## src/core/mas_consts.svh

```systemverilog
`ifndef MAS_CONSTS_SVH
`define MAS_CONSTS_SVH

// register byte offsets
`define MAS_A_CTRL 6'h00
`define MAS_A_PCLR 6'h04
`define MAS_A_PLIM 6'h08
`define MAS_A_NLIM 6'h0c
`define MAS_A_GEAR 6'h10
`define MAS_A_WRAP 6'h14
`define MAS_A_STAT 6'h18
`define MAS_A_MASK 6'h1c
`define MAS_A_ALRM 6'h20

// control register bit positions
`define MAS_C_HWOT 0
`define MAS_C_SWOT 1
`define MAS_C_BRAKE 2
`define MAS_C_WRAP 3

// alarm source indices, one status bit each
`define MAS_S_HWOT 0
`define MAS_S_SWOT 1
`define MAS_S_HOFS 2
`define MAS_S_DATA 3
`define MAS_S_GEAR 4
`define MAS_S_WRAP 5
`define MAS_S_NET 6
`define MAS_S_RATE 7

// alarm codes
`define MAS_CODE_HWOT 8'h66
`define MAS_CODE_SWOT 8'h67
`define MAS_CODE_HOFS 8'h6a
`define MAS_CODE_DATA 8'h70
`define MAS_CODE_GEAR 8'h71
`define MAS_CODE_WRAP 8'h72
`define MAS_CODE_NET 8'h81
`define MAS_CODE_RATE 8'h83
`define MAS_CODE_NONE 8'h00

// sources that cut excitation / that only power-up clears
`define MAS_OFF_MASK 8'hb0
`define MAS_NOCLR_MASK 8'hb0

// limits and reset values
`define MAS_RES_MIN 32'h0000_00c8
`define MAS_RES_MAX 32'h0003_0d40
`define MAS_RES_RST 32'h0000_03e8
`define MAS_RATE_MAX 4'h4
`define MAS_SPD_ZERO 16'h0000
`define MAS_SPD_PUSH_MAX 16'h001e
`define MAS_LINK_MAX 4'h5
`define MAS_BLINKS 4'h7
`define MAS_CTRL_RST 4'h0
`define MAS_PLIM_RST 32'h7fff_ffff
`define MAS_NLIM_RST 32'h8000_0000
`define MAS_WORD_ZERO 32'h0000_0000
`define MAS_SRC_ZERO 8'h00

`endif

```

## src/core/mas_pkg.sv

```systemverilog
package mas_pkg;

	// kind of motion the sequencer wants to start
	typedef enum logic [1:0] {
		mas_op_position = 2'h0,
		mas_op_push = 2'h1,
		mas_op_cont = 2'h2,
		mas_op_home = 2'h3
	} mas_op_kind_t;

	// start request from the motion sequencer
	typedef struct packed {
		logic valid;
		mas_op_kind_t kind;
		logic [15:0] speed;
		logic [3:0] link_cnt;
		logic dir_mixed;
	} mas_start_t;

	// alarm report towards the drive stage and indicator
	typedef struct packed {
		logic active;
		logic excite_off;
		logic [7:0] code;
		logic [3:0] blinks;
	} mas_alarm_t;

	// supervisor state, one-hot
	typedef enum logic [2:0] {
		mas_st_idle = 3'b001,
		mas_st_hold = 3'b010,
		mas_st_free = 3'b100
	} mas_state_t;

endpackage

```

## src/core/mas_top.sv

```systemverilog
//Contract
// - soft limit reached: 67h, excitation on, clearable
// - limit sensor during home offset: 6Ah, 7 blinks
// - mixed direction or five links: 70h
// - positioning start at zero speed: 70h
// - push speed above 30 r/min: 70h
// - bad gear resolution: 71h, off, power-cycle only
// - wrap inconsistent with resolution: 72h, off, power-cycle
// - network lost while running: 81h, on, clearable
// - rate switch out of range: 83h, off, uncleared
// - excitation-off alarm cuts current, engages brake
// - excitation-on alarm keeps current, holds position
// - position-clear-only alarms ignore alarm clear input
// - limit sensor with hardware overtravel: 66h
`include "mas_consts.svh"

module mas_top
	import mas_pkg::*;
(
	input wire logic clk_i,
	input wire logic nrst_i,
	input wire logic [5:0] avs_address_i,
	input wire logic avs_read_i,
	input wire logic avs_write_i,
	input wire logic [31:0] avs_writedata_i,
	output logic [31:0] avs_readdata_o,
	output logic avs_waitrequest_o,
	input wire logic forward_limit_sensor_i,
	input wire logic reverse_limit_sensor_i,
	input wire logic alarm_clear_input_i,
	input wire logic position_clear_input_i,
	input wire logic [3:0] rate_select_switch_i,
	input wire logic net_disconn_i,
	input wire logic signed [31:0] cmd_pos_i,
	input wire logic homing_offset_i,
	input wire logic motor_busy_i,
	input wire mas_start_t start_i,
	output logic start_ack_o,
	output logic start_rej_o,
	output mas_alarm_t alarm_o,
	output logic excite_en_o,
	output logic brake_o,
	output logic irq_o
);

	////////////////////////////////////////////////////////////////////
	// pin synchronisation

	logic [8:0] pins_s;
	logic fls_s;
	logic rls_s;
	logic aclr_s;
	logic pclr_s;
	logic [3:0] rate_s;
	logic net_s;
	logic aclr_d1_q;
	logic pclr_d1_q;
	logic aclr_rise;
	logic pclr_rise;

	mas_sync #(
		.W(9)
	) u_sync (
		.clk_i(clk_i),
		.nrst_i(nrst_i),
		.d_i({net_disconn_i, rate_select_switch_i, position_clear_input_i,
			alarm_clear_input_i, reverse_limit_sensor_i,
			forward_limit_sensor_i}),
		.q_o(pins_s)
	);

	assign {net_s, rate_s, pclr_s, aclr_s, rls_s, fls_s} = pins_s;

	// rising edges of the two clear inputs
	always_ff @(posedge clk_i or negedge nrst_i) begin
		if (!nrst_i) begin
			aclr_d1_q <= 1'b0;
			pclr_d1_q <= 1'b0;
		end else begin
			aclr_d1_q <= aclr_s;
			pclr_d1_q <= pclr_s;
		end
	end

	assign aclr_rise = aclr_s & ~aclr_d1_q;
	assign pclr_rise = pclr_s & ~pclr_d1_q;

	////////////////////////////////////////////////////////////////////
	// register file over avalon-mm

	logic [3:0] ctrl_q;
	logic [7:0] pclr_only_q;
	logic signed [31:0] plim_q;
	logic signed [31:0] nlim_q;
	logic [31:0] gear_q;
	logic [31:0] wrap_q;
	logic [7:0] stat_q;
	logic [7:0] mask_q;
	logic wait_q;
	logic wr_go;
	logic [7:0] cause;

	assign wr_go = avs_write_i & ~wait_q;

	// one wait cycle per access, then release
	always_ff @(posedge clk_i or negedge nrst_i) begin
		if (!nrst_i) begin
			wait_q <= 1'b1;
		end else if (!wait_q) begin
			wait_q <= 1'b1;
		end else if (avs_read_i | avs_write_i) begin
			wait_q <= 1'b0;
		end
	end

	// configuration registers
	always_ff @(posedge clk_i or negedge nrst_i) begin
		if (!nrst_i) begin
			ctrl_q <= `MAS_CTRL_RST;
			pclr_only_q <= `MAS_SRC_ZERO;
			plim_q <= `MAS_PLIM_RST;
			nlim_q <= `MAS_NLIM_RST;
			gear_q <= `MAS_RES_RST;
			wrap_q <= `MAS_RES_RST;
			mask_q <= `MAS_SRC_ZERO;
		end else if (wr_go) begin
			case (avs_address_i)
				`MAS_A_CTRL: ctrl_q <= avs_writedata_i[3:0];
				`MAS_A_PCLR: pclr_only_q <= avs_writedata_i[7:0];
				`MAS_A_PLIM: plim_q <= avs_writedata_i;
				`MAS_A_NLIM: nlim_q <= avs_writedata_i;
				`MAS_A_GEAR: gear_q <= avs_writedata_i;
				`MAS_A_WRAP: wrap_q <= avs_writedata_i;
				`MAS_A_MASK: mask_q <= avs_writedata_i[7:0];
				default: ;
			endcase
		end
	end

	// sticky status, write one to clear, a new cause wins
	always_ff @(posedge clk_i or negedge nrst_i) begin
		if (!nrst_i) begin
			stat_q <= `MAS_SRC_ZERO;
		end else if (wr_go && avs_address_i == `MAS_A_STAT) begin
			stat_q <= (stat_q & ~avs_writedata_i[7:0]) | cause;
		end else begin
			stat_q <= stat_q | cause;
		end
	end

	// read data captured on the first request cycle
	always_ff @(posedge clk_i or negedge nrst_i) begin
		if (!nrst_i) begin
			avs_readdata_o <= `MAS_WORD_ZERO;
		end else if (avs_read_i && wait_q) begin
			case (avs_address_i)
				`MAS_A_CTRL: avs_readdata_o <= {28'h0, ctrl_q};
				`MAS_A_PCLR: avs_readdata_o <= {24'h0, pclr_only_q};
				`MAS_A_PLIM: avs_readdata_o <= plim_q;
				`MAS_A_NLIM: avs_readdata_o <= nlim_q;
				`MAS_A_GEAR: avs_readdata_o <= gear_q;
				`MAS_A_WRAP: avs_readdata_o <= wrap_q;
				`MAS_A_STAT: avs_readdata_o <= {24'h0, stat_q};
				`MAS_A_MASK: avs_readdata_o <= {24'h0, mask_q};
				`MAS_A_ALRM: avs_readdata_o <= {18'h0, alarm_o};
				default: avs_readdata_o <= `MAS_WORD_ZERO;
			endcase
		end
	end

	assign avs_waitrequest_o = wait_q;

	////////////////////////////////////////////////////////////////////
	// fault detection

	mas_state_t state_q;
	mas_state_t state_d;
	logic start_ok;
	logic bad_data;
	logic any_ls;

	assign any_ls = fls_s | rls_s;
	assign start_ok = (state_q == mas_st_idle);

	// operation data checks on a start request
	always_comb begin
		bad_data = start_i.dir_mixed;
		if (start_i.link_cnt >= `MAS_LINK_MAX) begin
			bad_data = 1'b1;
		end
		if (start_i.kind == mas_op_position &&
			start_i.speed == `MAS_SPD_ZERO) begin
			bad_data = 1'b1;
		end
		if (start_i.kind == mas_op_push &&
			start_i.speed > `MAS_SPD_PUSH_MAX) begin
			bad_data = 1'b1;
		end
	end

	// present cause of each alarm source
	always_comb begin
		cause = `MAS_SRC_ZERO;
		cause[`MAS_S_HWOT] = ctrl_q[`MAS_C_HWOT] & any_ls;
		cause[`MAS_S_SWOT] = ctrl_q[`MAS_C_SWOT] &
			(cmd_pos_i >= plim_q || cmd_pos_i <= nlim_q);
		cause[`MAS_S_HOFS] = homing_offset_i & any_ls;
		cause[`MAS_S_DATA] = start_i.valid & start_ok & bad_data;
		cause[`MAS_S_GEAR] = gear_q < `MAS_RES_MIN ||
			gear_q > `MAS_RES_MAX;
		cause[`MAS_S_WRAP] = ctrl_q[`MAS_C_WRAP] & (wrap_q < gear_q);
		cause[`MAS_S_NET] = net_s & motor_busy_i;
		cause[`MAS_S_RATE] = rate_s > `MAS_RATE_MAX;
	end

	////////////////////////////////////////////////////////////////////
	// alarm latch

	logic [2:0] src_q;
	logic [2:0] pick;
	logic pick_off;
	logic clr_ok;
	logic load;
	localparam logic [7:0] off_src = `MAS_OFF_MASK; // cut excitation
	localparam logic [7:0] noclr_src = `MAS_NOCLR_MASK; // power-up only
	// pick excitation-off sources first, then lowest index
	always_comb begin
		pick = 3'h0;
		pick_off = 1'b0;
		for (int i = 7; i >= 0; i--) begin
			if (cause[i] && !off_src[i]) begin
				pick = i[2:0];
			end
		end
		for (int i = 7; i >= 0; i--) begin
			if (cause[i] && off_src[i]) begin
				pick = i[2:0];
				pick_off = 1'b1;
			end
		end
	end

	// a clear needs the right input and the cause to be gone
	always_comb begin
		clr_ok = 1'b0;
		if (state_q != mas_st_idle && !cause[src_q] &&
			!noclr_src[src_q]) begin
			if (pclr_only_q[src_q]) begin
				clr_ok = pclr_rise;
			end else begin
				clr_ok = aclr_rise;
			end
		end
	end

	// state transitions
	always_comb begin
		load = 1'b0;
		state_d = state_q;
		case (state_q)
			mas_st_idle: begin
				if (|cause) begin
					load = 1'b1;
					state_d = pick_off ? mas_st_free : mas_st_hold;
				end
			end
			mas_st_hold: begin
				if (pick_off) begin
					load = 1'b1;
					state_d = mas_st_free;
				end else if (clr_ok) begin
					state_d = mas_st_idle;
				end
			end
			mas_st_free: begin
				if (clr_ok) begin
					state_d = mas_st_idle;
				end
			end
			default: state_d = mas_st_idle;
		endcase
	end

	// state and latched source
	always_ff @(posedge clk_i or negedge nrst_i) begin
		if (!nrst_i) begin
			state_q <= mas_st_idle;
			src_q <= 3'h0;
		end else begin
			state_q <= state_d;
			if (load) begin
				src_q <= pick;
			end
		end
	end

	// code lookup for the alarm report
	function automatic logic [7:0] code_of(input logic [2:0] s);
		case (s)
			3'h0: code_of = `MAS_CODE_HWOT;
			3'h1: code_of = `MAS_CODE_SWOT;
			3'h2: code_of = `MAS_CODE_HOFS;
			3'h3: code_of = `MAS_CODE_DATA;
			3'h4: code_of = `MAS_CODE_GEAR;
			3'h5: code_of = `MAS_CODE_WRAP;
			3'h6: code_of = `MAS_CODE_NET;
			default: code_of = `MAS_CODE_RATE;
		endcase
	endfunction

	////////////////////////////////////////////////////////////////////
	// outputs, all registered

	// alarm report and drive stage control
	always_ff @(posedge clk_i or negedge nrst_i) begin
		if (!nrst_i) begin
			alarm_o <= '0;
			excite_en_o <= 1'b1;
			brake_o <= 1'b0;
		end else begin
			alarm_o.active <= state_d != mas_st_idle;
			alarm_o.excite_off <= state_d == mas_st_free;
			alarm_o.code <= (state_d == mas_st_idle) ? `MAS_CODE_NONE :
				(load ? code_of(pick) : code_of(src_q));
			alarm_o.blinks <= (state_d != mas_st_idle) ? `MAS_BLINKS :
				4'h0;
			excite_en_o <= state_d != mas_st_free;
			brake_o <= (state_d == mas_st_free) &
				ctrl_q[`MAS_C_BRAKE];
		end
	end

	// start answers: accept only with no alarm and clean data
	always_ff @(posedge clk_i or negedge nrst_i) begin
		if (!nrst_i) begin
			start_ack_o <= 1'b0;
			start_rej_o <= 1'b0;
		end else begin
			start_ack_o <= start_i.valid & start_ok & ~bad_data & ~|cause;
			start_rej_o <= start_i.valid &
				~(start_ok & ~bad_data & ~|cause);
		end
	end

	// interrupt from unmasked sticky status
	always_ff @(posedge clk_i or negedge nrst_i) begin
		if (!nrst_i) begin
			irq_o <= 1'b0;
		end else begin
			irq_o <= |(stat_q & mask_q);
		end
	end

endmodule

```

## src/core/mas_sync.sv

```systemverilog
// two-stage synchroniser for asynchronous pins
module mas_sync #(
	parameter int W = 1
) (
	input wire logic clk_i,
	input wire logic nrst_i,
	input wire logic [W-1:0] d_i,
	output logic [W-1:0] q_o
);

	logic [W-1:0] meta_q;

	// first stage feeds only the second
	always_ff @(posedge clk_i or negedge nrst_i) begin
		if (!nrst_i) begin
			meta_q <= '0;
			q_o <= '0;
		end else begin
			meta_q <= d_i;
			q_o <= meta_q;
		end
	end

endmodule

```

## config.mk

```make
export PLATFORM = sky130hd
export DESIGN_NAME = mas_top
export DESIGN_NICKNAME = d
export VERILOG_FILES = /design/src/core/mas_pkg.sv /design/src/core/mas_top.sv /design/src/core/mas_sync.sv
export VERILOG_INCLUDE_DIRS = /design/src /design/src/core
export SDC_FILE = /design/constraint.sdc
export NUM_CORES = 1
export LEC_CHECK = 0
export ABC_AREA = 1
export BUFFER_PORTS_ARGS = -buffer_cell sky130_fd_sc_hd__buf_2
export CAP_MARGIN = 20
export CORE_UTILIZATION = 50
export CTS_BUF_LIST = sky130_fd_sc_hd__clkbuf_4 sky130_fd_sc_hd__clkbuf_8
export DETAILED_ROUTE_END_ITERATION = 6
export HOLD_SLACK_MARGIN = 0.06
export PLACE_DENSITY_LB_ADDON = 0.08
export SKIP_LAST_GASP = 1
export SYNTH_ARGS = -nofsm -noshare
export SYNTH_HDL_FRONTEND = slang
export SYNTH_SLANG_ARGS = --single-unit
export TNS_END_PERCENT = 100
```

## constraint.sdc

```tcl
create_clock -name clk_i -period 3.1 [get_ports clk_i]
set_clock_uncertainty 0.15 [all_clocks]
set_input_delay 0.775 -clock clk_i [delete_from_list [all_inputs] [get_ports clk_i]]
set_output_delay 0.775 -clock clk_i [all_outputs]
set_load 0.02 [all_outputs]
```

==> flow_summary.json, run 1 <==
{
  "final_cell_mix": "nand2_1, o21ai_0, inv_1",
  "insertion_delay_ps": 560,
  "async_flop_share": 1.00,
  "clockBufferDepth": 3,
  "syn-num-nets": 1718,
  "wl_mm": 35.9,
  "layout_commonest_cell": "nand2_1",
  "cap_viol_max_count": 0,
  "crit_type": "reg -> reg",
  "post-route-period-util": 0.971,
  "grt_max_degree": 67,
  "vias_per_cell": 5.38,
  "path_buf_inv": 1,
  "worst_slew_pin_slew_ps": 613,
  "grt_setup_unrepaired": "true",
  "min_path_type": "in -> reg",
  "final_layout_size_suffix_gt1_frac": 0.227,
  "maxSlewViolCount": 0,
  "die_h_um": 160,
  "crit_slowest_cell": "dfstp_2",
  "place.gp.congestion": 0.910,
  "die_w_um": 160,
  "synth_ff_type": "dfrtp_1",
  "crit_fanout": 6,
  "synth.ff_latch_count": 229,
  "cts.sinks": 229,
  "synth_cells": 1514,
  "holdPathStages": 1,
  "diodes": 0,
  "synth_area_mm2": 0.0124,
  "io_buffers": 159,
  "cts_buffers": 40,
  "grt_use_total": 0.284,
  "initial_core_util": 0.510,
  "post_drt_wl_per_cell_um": 17.2,
  "synth_edf_count": 0,
  "p_leak_nw": 7.36,
  "root_buffer": "clkbuf_8",
  "pre_cts_ws_ps": -391,
  "hold_start": "rate_select_switch_i[0]",
  "p_per_area_mw_per_mm2": 578,
  "crit_arrival_ps": 3290,
  "finalSetupTns_ps": 0,
  "setup_viol": 0,
  "ir_drop_v": 0.000423,
  "drcViolationCount": 0,
  "io_pins": 161,
  "dpl_cell_area_mm2": 0.0139,
  "cp_top_family": "simple AND/OR/NAND/NOR gates",
  "synth-seq-area-share": 0.467,
  "nets": 1931,
  "vias": 11192,
  "timing.fmax_mhz": 332,
  "min_period_ps": 3010,
  "final-instance-count-excl-fill": 2082,
  "grt_pass1_wl_mm": 56.8,
  "antenna_found_initial": 0,
  "dp_cells": 2003,
  "drt_iter0_drc": 787,
  "path_clk_slew_ps": 70,
  "ant_nets": 0,
  "status": "completed",
  "cp-start-kind": "flop",
  "area_growth_pct": 20.8,
  "rr_endpoint": "alarm_o[8]",
  "grt_pass1_vias": 10755,
  "hold_path_end": "u_sync.meta_q[4]",
  "dieArea_mm2": 0.0254,
  "max_stage_delay_ps": 540,
  "hold_viol": 0,
  "std_cell_rows": 57,
  "critPathCaptureType": "flop",
  "r2r_cells": 17,
  "final_area_mm2": 0.0150,
  "synth.distinct_cells": 51,
  "setup_ws_ps": 90.9,
  "worstPathCellList": "inv_1 > ha_4 > nand4_1 > nor2_4 > nand2_4 > nor2_2 > nand2_1 > nand4_1 > nand2_1 > nor2_2 > nand2_2 > nand2_4 > nand3_4 > a21oi_4 > nand3_1 > nand2_2 > nor3_4",
  "ys_warn_count": 0,
  "reg2reg_from": "nlim_q[31]",
  "dp_hpwl_mm": 26.4,
  "slew_headroom": 0.591,
  "cts_tree": "done",
  "required_ps": 3380,
  "drtPass1Iterations": 5,
  "cts-htree-levels": 2,
  "avgSynthCellArea_um2": 8.20,
  "reg2reg_slack_ps": 90,
  "worstSetupStartpoint": "nlim_q[31]",
  "grt_overflow_total": 0,
  "core_mm2": 0.0243
}
[registers in the layout (all words and copies together) (netlist names), 3 cells and up]
signal / cells
alarm_o: 9
nlim_q: 32
stat_q: 8
pclr_only_q: 8
u_sync.meta_q: 9
src_q: 3
wrap_q: 32
plim_q: 32
state_q: 3
u_sync.q_o: 9
avs_readdata_o: 32
mask_q: 8
gear_q: 32
ctrl_q: 4
[per-stage QoR]
step / power (mW) / utilization / hold slack, ps
after floorplan: 4.75 / - / 181
after global placement: 5.48 / 0.571 / 182
after detailed placement: 5.52 / 0.571 / 186
after CTS: 8.56 / 0.608 / 152
after global routing: 9.12 / 0.616 / 165
final: 8.67 / 0.616 / 175
[power by group]
part	switching [mW]	internal (mW)	total, mW
Combinational	1.33	0.760	2.09
Clock	1.27	1.75	3.03
Sequential	0.229	3.32	3.54
Total	2.84	5.83	8.67
[per-layer routing]
layer,wire (µm),vias up,global-route usage,part of all wire
li1,-,5466,-,-
met5,0,-,0,0
met3,2360,52,0.0482,0.066
met4,765,0,0.0848,0.021
met2,16700,390,0.464,0.46
met1,16100,5284,0.388,0.45
[cell type report]
class | count | area, µm²
Clock inverter | 5 | 57.6
Multi-Input combinational cell | 1028 | 5820
Tap cell | 324 | 405
Timing Repair Buffer | 218 | 1300
Sequential cell | 229 | 5790
Clock buffer | 68 | 823
Fill cell | 2207 | 9340
Inverter | 210 | 788
[synthesized netlist by cell type, drive strengths merged (2+ instances only)]
cell	number	share of area
clkbuf	41	0.012
a211oi	2	0.0012
o21bai	2	0.0012
o21ai	220	0.089
nand2	403	0.12
ha	95	0.096
a21oi	62	0.026
a221oi	12	0.0085
buf	7	0.0037
a32o	4	0.0032
a31oi	8	0.0040
o221ai	2	0.0014
o2111ai	3	0.0021
dfstp	47	0.10
o211ai	4	0.0024
and2	2	0.0010
a22oi	5	0.0030
inv	209	0.063
nor3	15	0.0077
nand4	21	0.011
o31ai	2	0.0012
nand3b	2	0.0012
nand3	34	0.015
o22ai	33	0.017
a2111oi	2	0.0014
nor4	4	0.0020
nor2	69	0.022
dfrtp	182	0.37
o21a	6	0.0036
a21o	8	0.0048
[cells by family (layout without fill, tap and decap cells)]
logic type / after synthesis / count (layout) / synth area share
other cells: 1 / 1 / 0.000302
flops: 229 / 229 / 0.467
buf+inv: 258 / 501 / 0.0797
simple gates: 552 / 553 / 0.185
compound gates: 379 / 379 / 0.173
fa+ha+maj: 95 / 95 / 0.0958
[worst register-to-register path, stage by stage (launching register included)]
cell and delay, ps:
dfstp_2 540, inv_1 80, ha_4 290, nand4_1 160, nor2_4 190, nand2_4 100, nor2_2 100, nand2_1 80
nand4_1 90, nand2_1 70, nor2_2 90, nand2_2 100, nand2_4 120, nand3_4 100, a21oi_4 260, nand3_1 190
nand2_2 160, nor3_4 50
[worst max path at each step]
stage,endpoint,cells past startpoint
2_1_floorplan,alarm_o[8],16
6_report,alarm_o[8],17
3_5_place_dp,alarm_o[8],18
4_1_cts,alarm_o[8],18
5_1_grt,alarm_o[6],13
3_3_place_gp,alarm_o[8],17
[repair_timing]
| item | 4_1_cts | 5_1_grt |
|---|---|---|
| setup buffers | 0 | 4 |
| pin swaps | 0 | 16 |
| gates cloned | 0 | 1 |
| endpoints found under the setup margin | 5 | 13 |
| hold buffers | 1 | 0 |
| endpoints found under the hold margin | 45 | 0 |
| gates resized for setup | 4 | 40 |
No activity file was read; power rests on OpenSTA's default activity.
==> run 2, diff against run 1 <==
- ABC_AREA: 1 -> unset
==> flow_summary.json, run 2 <==
{
  "cp-start-kind": "flop",
  "cts_buffers": 42,
  "crit_fanout": 4,
  "ir_drop_v": 0.000537,
  "ant_nets": 0,
  "die_h_um": 161,
  "cts.sinks": 229,
  "finalSetupTns_ps": -2480,
  "maxSlewViolCount": 0,
  "worst_hold_slack_ps": 172,
  "drcViolationCount": 0,
  "path_buf_inv": 4,
  "p_per_area_mw_per_mm2": 559,
  "final_cell_mix": "buf_4, dfrtp_1, buf_2",
  "cts_tree": "done",
  "drtPass1Iterations": 5,
  "hold_viol": 0,
  "synth_most_common_cell": "dfrtp_1",
  "synth.ff_latch_count": 229,
  "vias_per_cell": 5.68,
  "insertion_delay_ps": 550,
  "setup_viol": 15,
  "p_leak_nw": 8.27,
  "layout_commonest_cell": "buf_4",
  "synth_area_mm2": 0.0126,
  "cp_top_family": "simple AND/OR/NAND/NOR gates",
  "wl_mm": 38.9,
  "status": "finished, violations left",
  "place.gp.congestion": 0.906,
  "reg2reg_slack_ps": -310,
  "min_path_type": "in -> reg",
  "setup_ws_ps": -313,
  "ys_warn_count": 0,
  "min_period_ps": 3410,
  "synth_edf_count": 0,
  "antenna_found_initial": 1,
  "core_mm2": 0.0245,
  "dieArea_mm2": 0.0259,
  "violations": "negative setup slack",
  "syn-num-nets": 1387,
  "grt_pass1_wl_mm": 60.2,
  "std_cell_rows": 57,
  "post-route-period-util": 1.10,
  "ys_top_cells_by_count": "dfrtp_1, nand2_1, mux2_2",
  "grt_max_degree": 63,
  "max_stage_delay_ps": 540,
  "area_growth_pct": 36.6,
  "crit_arrival_ps": 3750,
  "avgSynthCellArea_um2": 10.7,
  "worst_slew_pin_slew_ps": 796,
  "synth_top_area_cell": "dfrtp_1",
  "grt_overflow_total": 0,
  "finalPower_mw": 9.64,
  "required_ps": 3440,
  "crit_type": "reg -> reg",
  "cts-htree-levels": 2,
  "worstPathCellList": "inv_2 > ha_4 > nand4_1 > buf_4 > nor4_4 > buf_4 > nand3_2 > nand3b_1 > nor4b_4 > buf_4 > o211ai_1 > a311oi_2 > nor2_1 > or3b_1 > a21oi_2",
  "final_area_mm2": 0.0172,
  "synth-seq-area-share": 0.459,
  "crit_slowest_cell": "dfstp_2",
  "slew_headroom": 0.464,
  "grt_setup_unrepaired": "true",
  "synth.distinct_cells": 82,
  "nets": 1764,
  "synth_cells": 1183,
  "synth_ff_type": "dfrtp_1",
  "grt_use_total": 0.303,
  "synth_top_area_frac": 0.361,
  "cap_viol_max_count": 0,
  "io_buffers": 159,
  "initial_core_util": 0.514,
  "fillers": 1890,
  "final_layout_size_suffix_gt1_frac": 0.491,
  "dpl_cell_area_mm2": 0.0155,
  "critPathCaptureType": "flop",
  "grt_pass1_vias": 10953,
  "synth_area_leaders": "dfrtp_1, mux2_2, dfstp_2, ha_1, nand2_1",
  "drt_iter0_drc": 678,
  "clockBufferDepth": 3,
  "die_w_um": 161,
  "timing.fmax_mhz": 293,
  "io_pins": 161,
  "async_flop_share": 1.00,
  "post_drt_wl_per_cell_um": 20.3,
  "path_clk_slew_ps": 60,
  "dp_hpwl_mm": 27.8,
  "vias": 10893,
  "root_buffer": "clkbuf_8",
  "cp_common_cell": "buf_4"
}
## run 2: cell types whose count changed after synthesis, moves of 14 or more
cell	change
nand2_1	-272
o21ai_0	-139
mux2_2	+122
inv_1	-107
o22ai_1	-33
mux2i_1	+25
a21o_1	+20
nor2_1	-19
nand3_1	-14
## run 2: worst reg2reg max path, delay by kind of cell, from the launching register on
family,cells,cell delay (ps)
compound gates,3,630
fa+ha+maj,1,220
buf+inv,4,550
flops,1,540
simple gates,7,1270
## run 2: final cells by class
cell class	instances	area [µm²]	area share
clock buffer	72	872	0.0506
antenna	1	2.50	0.000145
timing repair buffer	383	2580	0.150
sequential	229	5790	0.336
clock inverter	4	25.0	0.00145
inverter	101	379	0.0220
tap	324	405	0.0235
multi-input combinational	803	7180	0.417
## run 2: what timing repair did
item | in CTS | in global routing
endpoints found under the hold margin | 48 | 0
endpoints found under the setup margin | 20 | 19
resized for setup | 46 | 81
hold buffers | 1 | 0
gates cloned | 0 | 0
pin swaps | 26 | 43
setup buffers | 16 | 9
## run 2: worst paths after layout
path,cells after the start,end,start
max,15,alarm_o[7],plim_q[14]
min,1,u_sync.meta_q[1],reverse_limit_sensor_i
max reg2reg,15,alarm_o[7],plim_q[14]
min reg2reg,0,u_sync.q_o[7],u_sync.meta_q[7]
max in group asynchronous,3,avs_waitrequest_o,nrst_i
min in group asynchronous,2,avs_readdata_o[22],nrst_i
## run 2: logic make-up (layout without fill, tap and decap cells)
kind of cell / count (synthesis) / in the layout / synth area share
AND/OR/NAND/NOR: 282 / 282 / 0.112
AO/OA/AOI/OAI: 276 / 276 / 0.156
flip-flops: 229 / 229 / 0.459
buffers and inverters: 151 / 560 / 0.0467
multiplexers: 149 / 149 / 0.132
adder cells (fa/ha/maj): 95 / 95 / 0.0942
other: 1 / 2 / 0.000297
## run 2: through the flow
stage	setup slack [ps]	utilization	instances
6_report	-313	0.703	1917
5_1_grt	-468	0.702	1916
4_1_cts	-349	0.683	1911
3_5_place_dp	-1030	0.631	1819
3_3_place_gp	-1040	0.631	1819
2_1_floorplan	-319	-	1183
## run 2: layer usage
metal  GRT usage  vias up  wire length [µm]
li1            -     5054                 -
met1       0.419     5373             17200
met2       0.476      391             17800
met3      0.0635       75              2870
met4      0.0965        0              1000
met5           0        -                 0
## run 2: where the power goes
group	internal, mW	switching (mW)	total [mW]
registers	3.35	0.322	3.68
clock network	1.76	1.26	3.03
logic	1.45	1.49	2.94
